File: src/design/pfc_regs.svh
// Register map, field positions and timing counts of the pause flow control block.
// Assumes a 20 MHz APB clock; included by bare name from the design files.
`ifndef PFC_REGS_SVH
`define PFC_REGS_SVH

// Register offset (byte address) and address width
`define PFC_ADDR_W              12
`define PFC_PAUSE_FLOW_CONTROL  12'h044
`define PFC_PAUSE_FLOW_RESET    32'h00000000

// Field positions of pause_flow_control
`define PFC_MANUAL_PAUSE_ENABLE 31
`define PFC_PAUSE_ON_MCAST      30
`define PFC_PAUSE_ON_STATION    29
`define PFC_PAUSE_TIMING_ACTIVE 23
`define PFC_PAUSE_FRAME_SEEN    22
`define PFC_PAUSE_AUTONEG       21
`define PFC_MANUAL_COUNT_LOAD   16
`define PFC_COUNT_MSB           15
`define PFC_COUNT_W             16

// Reserved multicast destination of pause frames
`define PFC_RESERVED_MCAST      48'h0180C2000001

// Slot time and its length in clock cycles, rounded up
`define PFC_CLK_PERIOD_NS       50
`define PFC_SLOT_BITS           512
`define PFC_BIT_NS_100M         10
`define PFC_BIT_NS_10M          100
`define PFC_SLOT_NS_100M        (`PFC_SLOT_BITS * `PFC_BIT_NS_100M)
`define PFC_SLOT_NS_10M         (`PFC_SLOT_BITS * `PFC_BIT_NS_10M)
`define PFC_SLOT_CYC_100M       ((`PFC_SLOT_NS_100M + `PFC_CLK_PERIOD_NS - 1) / `PFC_CLK_PERIOD_NS)
`define PFC_SLOT_CYC_10M        ((`PFC_SLOT_NS_10M + `PFC_CLK_PERIOD_NS - 1) / `PFC_CLK_PERIOD_NS)
`define PFC_SLOT_CNT_W          11

`endif

File: src/design/pfc_pkg.sv
// Types shared by the pause flow control modules.
// Assumes nothing beyond a SystemVerilog compiler.
package pfc_pkg;

  // Pause interval state, one-hot
  typedef enum logic [1:0] {
    PFC_IDLE   = 2'b01,
    PFC_TIMING = 2'b10
  } pfc_state_t;

endpackage : pfc_pkg

File: src/design/pfc_slot_if.sv
// Carrier between the pause controller and its slot timer.
// Assumes both ends run on the same pclk.
`timescale 1ns/1ps
interface pfc_slot_if;
  logic run;        // Timer counts while high
  logic restart;    // Start a fresh slot
  logic speed_100;  // 100 Mb/s when high, else 10 Mb/s
  logic tick;       // One-cycle pulse at each slot end

  modport ctrl  (output run, output restart, output speed_100, input tick);
  modport timer (input run, input restart, input speed_100, output tick);
endinterface : pfc_slot_if

File: src/design/pfc_slot_timer.sv
// Slot time generator: one tick every 512 bit times at the link speed.
// Assumes pclk at 20 MHz and a clock enable that freezes it.
`timescale 1ns/1ps
`include "pfc_regs.svh"
module pfc_slot_timer (
  // Clock and reset
  input  wire logic  pclk,
  input  wire logic  presetn,
  input  wire logic  clk_en,
  // Controller side
  pfc_slot_if.timer  slot
);
  import pfc_pkg::*;

  localparam logic [`PFC_SLOT_CNT_W-1:0] SLOT_100 = `PFC_SLOT_CNT_W'(`PFC_SLOT_CYC_100M - 1);
  localparam logic [`PFC_SLOT_CNT_W-1:0] SLOT_10  = `PFC_SLOT_CNT_W'(`PFC_SLOT_CYC_10M - 1);

  logic [`PFC_SLOT_CNT_W-1:0] cyc_q, cyc_d;
  logic                       tick_q, tick_d;
  logic [`PFC_SLOT_CNT_W-1:0] last;

  // Next cycle count and tick
  always_comb begin
    last   = slot.speed_100 ? SLOT_100 : SLOT_10;
    cyc_d  = cyc_q;
    tick_d = 1'b0;
    if (slot.restart || !slot.run) begin
      cyc_d = '0;
    end else if (cyc_q >= last) begin
      cyc_d  = '0;
      tick_d = 1'b1;
    end else begin
      cyc_d = cyc_q + 1'b1;
    end
  end

  // Registers
  always_ff @(posedge pclk or negedge presetn) begin
    if (!presetn) begin
      cyc_q  <= '0;
      tick_q <= 1'b0;
    end else if (clk_en) begin
      cyc_q  <= cyc_d;
      tick_q <= tick_d;
    end
  end

  assign slot.tick = tick_q && clk_en;

  // Slot count never runs past the 10 Mb/s slot
  chk_slot_bound: assert property (@(posedge pclk) disable iff (!presetn) cyc_q <= SLOT_10)
    else $error("slot counter out of range");

endmodule : pfc_slot_timer

File: src/design/pfc_top.sv
// Pause frame flow control: pause frame qualification, transmit pause timer, APB register.
// Assumes APB master on pclk, receive filter results delivered as one-cycle strobes.
`timescale 1ns/1ps
`include "pfc_regs.svh"

// Functional notes
// Pause reception is enabled by the manual enable bit OR the negotiated pause bit.
// Clearing the manual enable, when it alone enabled reception, ends any running pause at once.
// With the multicast option set, frames to 01-80-C2-00-00-01 exactly are accepted.
// Multicast acceptance needs no other address filter mode, hashing included.
// With the station option set, frames hitting the perfect match or a pattern buffer are accepted.
// An accepted frame loads its pause length and holds transmit off for that many slot times.
// The read-only active bit reads one exactly while a pause interval is being timed.
// The read-only received bit is set on a pause frame and stays set until that interval ends.
// The negotiated bit is set only when autonegotiation agreed pause and pause was advertised.
// Writing one to the manual load bit copies bits 15-0 into the counter and starts an interval.
// The manual load bit is write-only and self-clearing and always reads zero.
// Bits 15-0 read back the live pause counter.
// A manual load acts only when received and active are both zero, else it is ignored.
// While active the counter drops once per 512-bit slot, and at zero the pause ends.
// A further accepted frame during a pause reloads the counter with the new length.
module pfc_top (
  // Clock, reset, enable
  input  wire logic                     pclk,
  input  wire logic                     presetn,
  input  wire logic                     clk_en,
  // APB slave
  input  wire logic                     psel,
  input  wire logic                     penable,
  input  wire logic                     pwrite,
  input  wire logic [`PFC_ADDR_W-1:0]   paddr,
  input  wire logic [31:0]              pwdata,
  output logic                          pready,
  output logic [31:0]                   prdata,
  output logic                          pslverr,
  // Receive side pause frame report
  input  wire logic                     rx_pause_valid,
  input  wire logic [47:0]              rx_dest_addr,
  input  wire logic [15:0]              rx_pause_length,
  input  wire logic                     rx_perfect_hit,
  input  wire logic                     rx_pattern_hit,
  // Link status
  input  wire logic                     link_speed_100,
  input  wire logic                     an_pause_agreed,
  input  wire logic                     cfg_pause_advertise,
  // Transmit MAC hold-off
  output logic                          tx_pause_hold
);
  import pfc_pkg::*;

  // Longest legal wait between two counter moves: one 10 Mb/s slot plus margin
  localparam int CHK_SLOT_MAX = `PFC_SLOT_CYC_10M + 6;

  pfc_slot_if slot ();

  pfc_slot_timer i_pfc_slot_timer (
    .pclk    (pclk),
    .presetn (presetn),
    .clk_en  (clk_en),
    .slot    (slot)
  );

  // Control and status state
  logic                     manual_pause_enable_q, manual_pause_enable_d;
  logic                     pause_on_reserved_multicast_q, pause_on_reserved_multicast_d;
  logic                     pause_on_station_match_q, pause_on_station_match_d;
  logic                     pause_frame_seen_q, pause_frame_seen_d;
  logic                     pause_autoneg_agreed_q, pause_autoneg_agreed_d;
  logic [15:0]              pause_counter_value_q, pause_counter_value_d;
  pfc_state_t               state_q, state_d;
  logic                     hold_q, hold_d;
  // Bus answer state
  logic                     pready_q, pready_d;
  logic [31:0]              prdata_q, prdata_d;
  logic                     pslverr_q, pslverr_d;

  // Decoded events
  logic                     hit_reg;
  logic                     wr_commit;
  logic                     rx_enable;
  logic                     mcast_hit;
  logic                     station_hit;
  logic                     frame_accept;
  logic                     manual_load;
  logic                     terminate;
  logic                     pause_timing_active;

  // Bus decode: a write commits at the edge where pready is seen high
  always_comb begin
    hit_reg   = (paddr == `PFC_PAUSE_FLOW_CONTROL);
    wr_commit = psel && penable && pready_q && pwrite && hit_reg;
  end

  // Frame qualification and pause control events
  always_comb begin
    pause_timing_active = (state_q == PFC_TIMING);
    rx_enable   = manual_pause_enable_q || pause_autoneg_agreed_q;
    mcast_hit   = pause_on_reserved_multicast_q && (rx_dest_addr == `PFC_RESERVED_MCAST);
    station_hit = pause_on_station_match_q && (rx_perfect_hit || rx_pattern_hit);
    frame_accept = rx_pause_valid && rx_enable && (mcast_hit || station_hit);
    terminate   = wr_commit && manual_pause_enable_q && !pwdata[`PFC_MANUAL_PAUSE_ENABLE]
                  && !pause_autoneg_agreed_q;
    manual_load = wr_commit && pwdata[`PFC_MANUAL_COUNT_LOAD]
                  && !pause_frame_seen_q && !pause_timing_active;
  end

  // Slot timer control: restart on each new interval so the first slot is whole
  assign slot.run       = pause_timing_active;
  assign slot.restart   = frame_accept || manual_load || terminate;
  assign slot.speed_100 = link_speed_100;

  // Next values of the control fields
  always_comb begin
    manual_pause_enable_d         = manual_pause_enable_q;
    pause_on_reserved_multicast_d = pause_on_reserved_multicast_q;
    pause_on_station_match_d      = pause_on_station_match_q;
    pause_autoneg_agreed_d        = an_pause_agreed && cfg_pause_advertise;
    if (wr_commit) begin
      manual_pause_enable_d         = pwdata[`PFC_MANUAL_PAUSE_ENABLE];
      pause_on_reserved_multicast_d = pwdata[`PFC_PAUSE_ON_MCAST];
      pause_on_station_match_d      = pwdata[`PFC_PAUSE_ON_STATION];
    end
  end

  // Next values of the pause interval state
  always_comb begin
    state_d               = state_q;
    pause_counter_value_d = pause_counter_value_q;
    pause_frame_seen_d    = pause_frame_seen_q;
    unique case (state_q)
      PFC_IDLE: begin
        if (frame_accept) begin
          pause_counter_value_d = rx_pause_length;
          pause_frame_seen_d    = (rx_pause_length != 16'h0000);
          state_d               = (rx_pause_length != 16'h0000) ? PFC_TIMING : PFC_IDLE;
        end else if (manual_load) begin
          pause_counter_value_d = pwdata[`PFC_COUNT_MSB:0];
          state_d               = (pwdata[`PFC_COUNT_MSB:0] != 16'h0000) ? PFC_TIMING : PFC_IDLE;
        end
      end
      PFC_TIMING: begin
        if (terminate) begin
          pause_counter_value_d = 16'h0000;
          pause_frame_seen_d    = 1'b0;
          state_d               = PFC_IDLE;
        end else if (frame_accept) begin
          pause_counter_value_d = rx_pause_length;
          pause_frame_seen_d    = (rx_pause_length != 16'h0000);
          state_d               = (rx_pause_length != 16'h0000) ? PFC_TIMING : PFC_IDLE;
        end else if (slot.tick) begin
          pause_counter_value_d = pause_counter_value_q - 16'h0001;
          if (pause_counter_value_q == 16'h0001) begin
            pause_frame_seen_d = 1'b0;
            state_d            = PFC_IDLE;
          end
        end
      end
      default: begin
        state_d               = PFC_IDLE;
        pause_counter_value_d = 16'h0000;
        pause_frame_seen_d    = 1'b0;
      end
    endcase
    hold_d = (state_d == PFC_TIMING);
  end

  // Next values of the bus answer; the answer comes one cycle into the access phase
  always_comb begin
    pready_d  = 1'b0;
    prdata_d  = prdata_q;
    pslverr_d = 1'b0;
    if (psel && penable && !pready_q) begin
      pready_d  = 1'b1;
      pslverr_d = !hit_reg;
      prdata_d  = 32'h00000000;
      if (!pwrite && hit_reg) begin
        prdata_d[`PFC_MANUAL_PAUSE_ENABLE] = manual_pause_enable_q;
        prdata_d[`PFC_PAUSE_ON_MCAST]      = pause_on_reserved_multicast_q;
        prdata_d[`PFC_PAUSE_ON_STATION]    = pause_on_station_match_q;
        prdata_d[`PFC_PAUSE_TIMING_ACTIVE] = pause_timing_active;
        prdata_d[`PFC_PAUSE_FRAME_SEEN]    = pause_frame_seen_q;
        prdata_d[`PFC_PAUSE_AUTONEG]       = pause_autoneg_agreed_q;
        prdata_d[`PFC_MANUAL_COUNT_LOAD]   = 1'b0;
        prdata_d[`PFC_COUNT_MSB:0]         = pause_counter_value_q;
      end
    end
  end

  // Registers, frozen while the clock enable is low
  always_ff @(posedge pclk or negedge presetn) begin
    if (!presetn) begin
      manual_pause_enable_q         <= 1'b0;
      pause_on_reserved_multicast_q <= 1'b0;
      pause_on_station_match_q      <= 1'b0;
      pause_autoneg_agreed_q        <= 1'b0;
      pause_frame_seen_q            <= 1'b0;
      pause_counter_value_q         <= 16'h0000;
      state_q                       <= PFC_IDLE;
      hold_q                        <= 1'b0;
      pready_q                      <= 1'b0;
      prdata_q                      <= `PFC_PAUSE_FLOW_RESET;
      pslverr_q                     <= 1'b0;
    end else if (clk_en) begin
      manual_pause_enable_q         <= manual_pause_enable_d;
      pause_on_reserved_multicast_q <= pause_on_reserved_multicast_d;
      pause_on_station_match_q      <= pause_on_station_match_d;
      pause_autoneg_agreed_q        <= pause_autoneg_agreed_d;
      pause_frame_seen_q            <= pause_frame_seen_d;
      pause_counter_value_q         <= pause_counter_value_d;
      state_q                       <= state_d;
      hold_q                        <= hold_d;
      pready_q                      <= pready_d;
      prdata_q                      <= prdata_d;
      pslverr_q                     <= pslverr_d;
    end
  end

  // Outputs straight from flip-flops
  assign pready        = pready_q;
  assign prdata        = prdata_q;
  assign pslverr       = pslverr_q;
  assign tx_pause_hold = hold_q;

  // Checker helper: cycles since the pause counter last moved while a pause runs
  logic [`PFC_SLOT_CNT_W-1:0] stall_q, stall_d;

  // Next stall count; cleared when idle, on a timer restart or when the counter moves
  always_comb begin
    stall_d = stall_q;
    if (!pause_timing_active || slot.restart || (pause_counter_value_d != pause_counter_value_q)) begin
      stall_d = '0;
    end else if (stall_q != {`PFC_SLOT_CNT_W{1'b1}}) begin
      stall_d = stall_q + 1'b1; // Saturates so the check cannot wrap
    end
  end

  // Stall count register, frozen with the rest of the state
  always_ff @(posedge pclk or negedge presetn) begin
    if (!presetn) begin
      stall_q <= '0;
    end else if (clk_en) begin
      stall_q <= stall_d;
    end
  end

  // Frames are ignored while neither enable is set
  chk_enable_gate: assert property (@(posedge pclk) disable iff (!presetn)
      clk_en && rx_pause_valid && !manual_pause_enable_q && !pause_autoneg_agreed_q
      && !pause_timing_active && !manual_load |=> !pause_timing_active)
    else $error("pause frame accepted while reception disabled");

  // Clearing the manual enable ends the interval at once
  chk_terminate_now: assert property (@(posedge pclk) disable iff (!presetn)
      clk_en && terminate && pause_timing_active
      |=> !tx_pause_hold && pause_counter_value_q == 16'h0000 && !pause_frame_seen_q)
    else $error("pause not terminated by enable clear");

  // Reserved multicast frame loads its length
  chk_mcast_load: assert property (@(posedge pclk) disable iff (!presetn)
      clk_en && rx_pause_valid && rx_enable && pause_on_reserved_multicast_q
      && rx_dest_addr == `PFC_RESERVED_MCAST && !terminate
      |=> pause_counter_value_q == $past(rx_pause_length))
    else $error("reserved multicast pause frame not taken");

  // Station match frame loads its length
  chk_station_load: assert property (@(posedge pclk) disable iff (!presetn)
      clk_en && rx_pause_valid && rx_enable && pause_on_station_match_q
      && (rx_perfect_hit || rx_pattern_hit) && !terminate
      |=> pause_counter_value_q == $past(rx_pause_length)
          && pause_frame_seen_q == ($past(rx_pause_length) != 16'h0000))
    else $error("station match pause frame not taken");

  // Active tracks a nonzero count, and hold follows active
  chk_active_count: assert property (@(posedge pclk) disable iff (!presetn)
      pause_timing_active == (pause_counter_value_q != 16'h0000) && tx_pause_hold == pause_timing_active)
    else $error("active bit disagrees with counter");

  // Received bit never outlives the interval
  chk_seen_active: assert property (@(posedge pclk) disable iff (!presetn)
      pause_frame_seen_q |-> pause_timing_active)
    else $error("received bit set without active interval");

  // Negotiated bit needs both agreement and advertisement
  chk_autoneg_pair: assert property (@(posedge pclk) disable iff (!presetn)
      clk_en && !(an_pause_agreed && cfg_pause_advertise) |=> !pause_autoneg_agreed_q)
    else $error("negotiated bit set without advertisement");

  // Manual load bit reads zero, count reads live
  chk_read_load: assert property (@(posedge pclk) disable iff (!presetn)
      clk_en && psel && penable && !pready_q && !pwrite && hit_reg
      |=> prdata[`PFC_MANUAL_COUNT_LOAD] == 1'b0
          && prdata[`PFC_COUNT_MSB:0] == $past(pause_counter_value_q))
    else $error("bad read of pause control register");

  // A load during an interval is ignored
  chk_load_blocked: assert property (@(posedge pclk) disable iff (!presetn)
      clk_en && wr_commit && pwdata[`PFC_MANUAL_COUNT_LOAD] && pause_timing_active
      && !frame_accept && !terminate && !slot.tick
      |=> pause_counter_value_q == $past(pause_counter_value_q))
    else $error("manual load disturbed running interval");

  // A manual load while idle takes the written count and leaves the received bit clear
  chk_manual_start: assert property (@(posedge pclk) disable iff (!presetn)
      clk_en && manual_load && !frame_accept
      |=> pause_counter_value_q == $past(pwdata[`PFC_COUNT_MSB:0]) && !pause_frame_seen_q)
    else $error("manual load did not start an interval");

  // A running interval moves its counter within one slot
  chk_slot_decrement: assert property (@(posedge pclk) disable iff (!presetn)
      stall_q <= CHK_SLOT_MAX)
    else $error("pause counter stalled");

endmodule : pfc_top

File: config.mk
export PLATFORM = sky130hd
export DESIGN_NAME = pfc_top
export DESIGN_NICKNAME = d
export VERILOG_FILES = /design/src/design/pfc_pkg.sv /design/src/design/pfc_slot_if.sv /design/src/design/pfc_slot_timer.sv /design/src/design/pfc_top.sv
export VERILOG_INCLUDE_DIRS = /design/src /design/src/design
export SDC_FILE = /design/constraint.sdc
export NUM_CORES = 1
export LEC_CHECK = 0
export BUFFER_PORTS_ARGS = -buffer_cell sky130_fd_sc_hd__buf_2
export CAP_MARGIN = 15
export CORE_MARGIN = 2
export CORE_UTILIZATION = 44
export CTS_BUF_LIST = sky130_fd_sc_hd__clkbuf_16
export DETAILED_ROUTE_END_ITERATION = 7
export GPL_TIMING_DRIVEN = 0
export PLACE_DENSITY = 0.73
export SLEW_MARGIN = 20
export SYNTH_ARGS = -nofsm -noshare
export SYNTH_HDL_FRONTEND = slang
export SYNTH_SLANG_ARGS = --single-unit
export TNS_END_PERCENT = 20
File: constraint.sdc
create_clock -name pclk -period 2.15 [get_ports pclk]
set_input_delay 0.43 -clock pclk [delete_from_list [all_inputs] [get_ports pclk]]
set_output_delay 0.43 -clock pclk [all_outputs]
set_load 0.01 [all_outputs]
==> results.cfg <==
[final_layout]
design_area_sq_um = 5210
nets = 680
syn_to_final_growth_pct = 38.7
num-fill-cells = 681
diodes = 0
drive_gt1_share_pct = 41.6

[power]
power_frac_seq_pct = 33.4
power_density_nw_per_um2 = 804
p_comb_share_pct = 36.2
leakage_nw = 2.70
p_int_mw = 2.67
p_sw_share_pct = 36.2
clkPwrFrac_pct = 30.3
ir_drop_mv = 0.416
p_sw_mw = 1.52

[setup_path]
path_depth = 9
required_ns = 2.41
rr_endpoint = i_pfc_slot_timer.cyc_q[2]
critPathMaxFanout = 8
cpPeakStageDelay_ns = 0.62
endpoint = i_pfc_slot_timer.cyc_q[2]
cp_top_family = simple AND/OR/NAND/NOR gates
r2r_start = pause_autoneg_agreed_q
path_buf_inv = 2
startpoint_type = register
r2r_slack_ns = -0.17
worst_ep_arrival_time_ns = 2.59
worstSetupPathType = reg -> reg
crit_slowest_cell = or4_4
rr_worst_depth = 9
cp-end-kind = register
path_cells = o21ai_2 > nand4b_1 > nor4_4 > or2_1 > buf_6 > or4_4 > buf_8 > nor2_2 > o22a_1
cp-startpoint = pause_autoneg_agreed_q

[drt]
drc = 0
drt-vias-per-instance = 5.89
vias = 3877
wl_per_cell_um = 18.3
finalWirelength_um = 12000
drtIter0Drc = 287
drt_first_pass_iters = 5
ant_nets = 0

[sta]
slew_headroom_pct = 49.5
layout_setup_ws_ns = -0.175
hold_ws_ns = 0.161
worst_pin_slew_ns = 0.758
rsz0062_at_grt = true
setup-violations-final = 15
fmaxAchievable_mhz = 430
hold_viol_final = 0
skew_ns = 0.00652
slew_viol_final = 0
fin_crit_ns = 2.32
fin_crit_sh_pct = 108

[synthesis]
yosys-top-cells-count = 59 x dfrtp_1, 37 x a22o_1, 24 x mux2i_1
synthSimpleGateAreaFrac_pct = 17.9
synth_cell_types = 57
synth_flop_cell = dfrtp_1
synth.area.top_cells = dfrtp_1 39%, a22o_1 8.6%, mux2i_1 6.4%, ha_1 3.7%, nor4_1 3.2%
synth_compound_area_share_pct = 21.3
synth_top_area_share_pct = 39.3
synth-edff-count = 0
synth_area_sq_um = 3750
synthMuxAreaShare_pct = 7.60
synth-seq-cells = 60
synth_most_common_cell = dfrtp_1
synth_warnings = 0
yosysSeqAreaShare_pct = 40.0
synthAdderAreaFrac_pct = 3.67
yosys.area_share.xor_xnor_pct = 2.80
synth_top_family_by_area = compound AO/OA/AOI/OAI gates
synth_cells = 382
async_flop_share_pct = 100
syn-mean-instance-area_sq_um = 9.83
synth_top_area_cell = dfrtp_1

[clock_tree]
cts.sinks = 60
path_clk_slew_ns = 0.06
clk_path_buf_depth = 2
cts_root_buffer = clkbuf_16
cts_tree = yes
insertion_delay_ns = 0.33
cts_made_buffers = 9
htree_num_levels = 3

[floorplan]
io_pins = 155
coreArea_sq_um = 8260
start_util_pct = 45.5
dieArea_sq_um = 9290
die_height_um = 96.4
rows = 33
die_w_um = 96.4

[run_status]
violations = negative setup slack
outcome = finished, violations left

[place]
gp_congestion = 0.939
placement.io_buffers = 131
place_ws_ns = -0.740
place_hpwl_um = 8510
place_area_sq_um = 4610

[global_route]
overflow = 0
grt_pass1_vias = 3645
antenna_found_initial = 0
grt_pass1_wl_um = 17800
grt_use_total_pct = 25.5
grt_max_degree = 61

[run]
drv_cap = 0

[worst_hold_path]
hold_path_class = in -> async
-- flip-flops by register name, indices dropped and copies added (netlist names) --
register / count
pause_on_station_match_q: 1
pause_on_reserved_multicast_q: 1
pready: 1
prdata: 22
pslverr: 1
tx_pause_hold: 1
i_pfc_slot_timer.cyc_q: 11
state_q: 2
pause_frame_seen_q: 1
pause_counter_value_q: 16
pause_autoneg_agreed_q: 1
manual_pause_enable_q: 1
i_pfc_slot_timer.tick_q: 1
-- repair_timing --
action                                  in CTS  in global routing
cloned                                       2                  0
buffers inserted                            15                  1
pin swaps                                   14                  8
resized for setup                           31                 22
hold endpoints to repair                     0                  0
hold buffers                                 0                  0
endpoints found under the setup margin      31                 51
-- stage by stage --
stage	util (%)	total power, mW	instances	TNS, ns
final	63.1	4.19	658	-1.52
after detailed placement	55.8	2.65	627	-21.61
after global placement	55.7	2.62	627	-20.22
after floorplan	-	2.26	391	-2.00
after CTS	62.0	4.02	657	-0.911
after global routing	63.1	4.37	658	-3.74
-- worst min-delay path by stage --
stage                        startpoint                        end  slack, ns
after floorplan                 presetn  i_pfc_slot_timer.cyc_q[0]       0.13
after global placement    tx_pause_hold              tx_pause_hold       0.48
after detailed placement     prdata[30]                 prdata[30]       0.49
after CTS                       presetn   pause_counter_value_q[6]       0.20
after global routing            presetn   pause_counter_value_q[9]       0.24
final                           presetn   pause_counter_value_q[9]       0.16
-- cells in the final DEF (no fill, tap or decap), types with 6 or more instances in the layout --
master / netlist / routed
nor3_1: 17 / 15
o21ai_0: 7 / 7
nand4_1: 8 / 8
nor4_1: 19 / 14
clkbuf_16: 0 / 9
a21oi_1: 12 / 11
xor2_1: 8 / 8
a22o_1: 37 / 37
o22ai_1: 16 / 16
buf_4: 11 / 26
buf_2: 4 / 132
dfrtp_1: 59 / 58
nand2_1: 16 / 15
clkbuf_1: 13 / 10
ha_1: 11 / 9
nand3_1: 12 / 12
inv_1: 15 / 11
conb_1: 1 / 10
nor2_1: 17 / 13
buf_6: 2 / 6
mux2i_1: 24 / 24
-- power by group through the flow --
stage / sequential, mW / clock, mW / combinational [mW]
after detailed placement: 1.38 / 0 / 1.27
after global placement: 1.38 / 0 / 1.25
after CTS: 1.38 / 1.27 / 1.38
final: 1.40 / 1.27 / 1.52
after global routing: 1.41 / 1.31 / 1.66
after floorplan: 1.34 / 0 / 0.918
-- metal layers --
metal / up-vias / GRT usage, % / part of all wire, %
met5: - / 0 / 0
met4: 0 / 10.1 / 3.0
met3: 40 / 5.51 / 8.7
met2: 219 / 43.5 / 47
met1: 1829 / 31.6 / 41
li1: 1789 / - / -
-- layout make-up --
| cell class | count | area [sq um] | share of cell area [%] |
|---|---|---|---|
| multi-input combinational | 284 | 2240 | 43.0 |
| inverter | 16 | 62.6 | 1.20 |
| clock buffer | 9 | 225 | 4.32 |
| timing repair buffer | 148 | 811 | 15.6 |
| sequential | 60 | 1500 | 28.9 |
| tap | 105 | 131 | 2.52 |
| buffer | 30 | 203 | 3.89 |
| clock inverter | 6 | 32.5 | 0.625 |
-- cells by family (layout without fill, tap and decap cells) --
family | Yosys count | after routing
buffers and inverters | 47 | 209
adder cells (fa/ha/maj) | 11 | 11
flip-flops | 60 | 60
AND/OR/NAND/NOR | 116 | 116
XOR/XNOR | 12 | 12
other | 1 | 10
multiplexers | 28 | 28
AO/OA/AOI/OAI | 107 | 107
(Power assumes the default switching activity.)
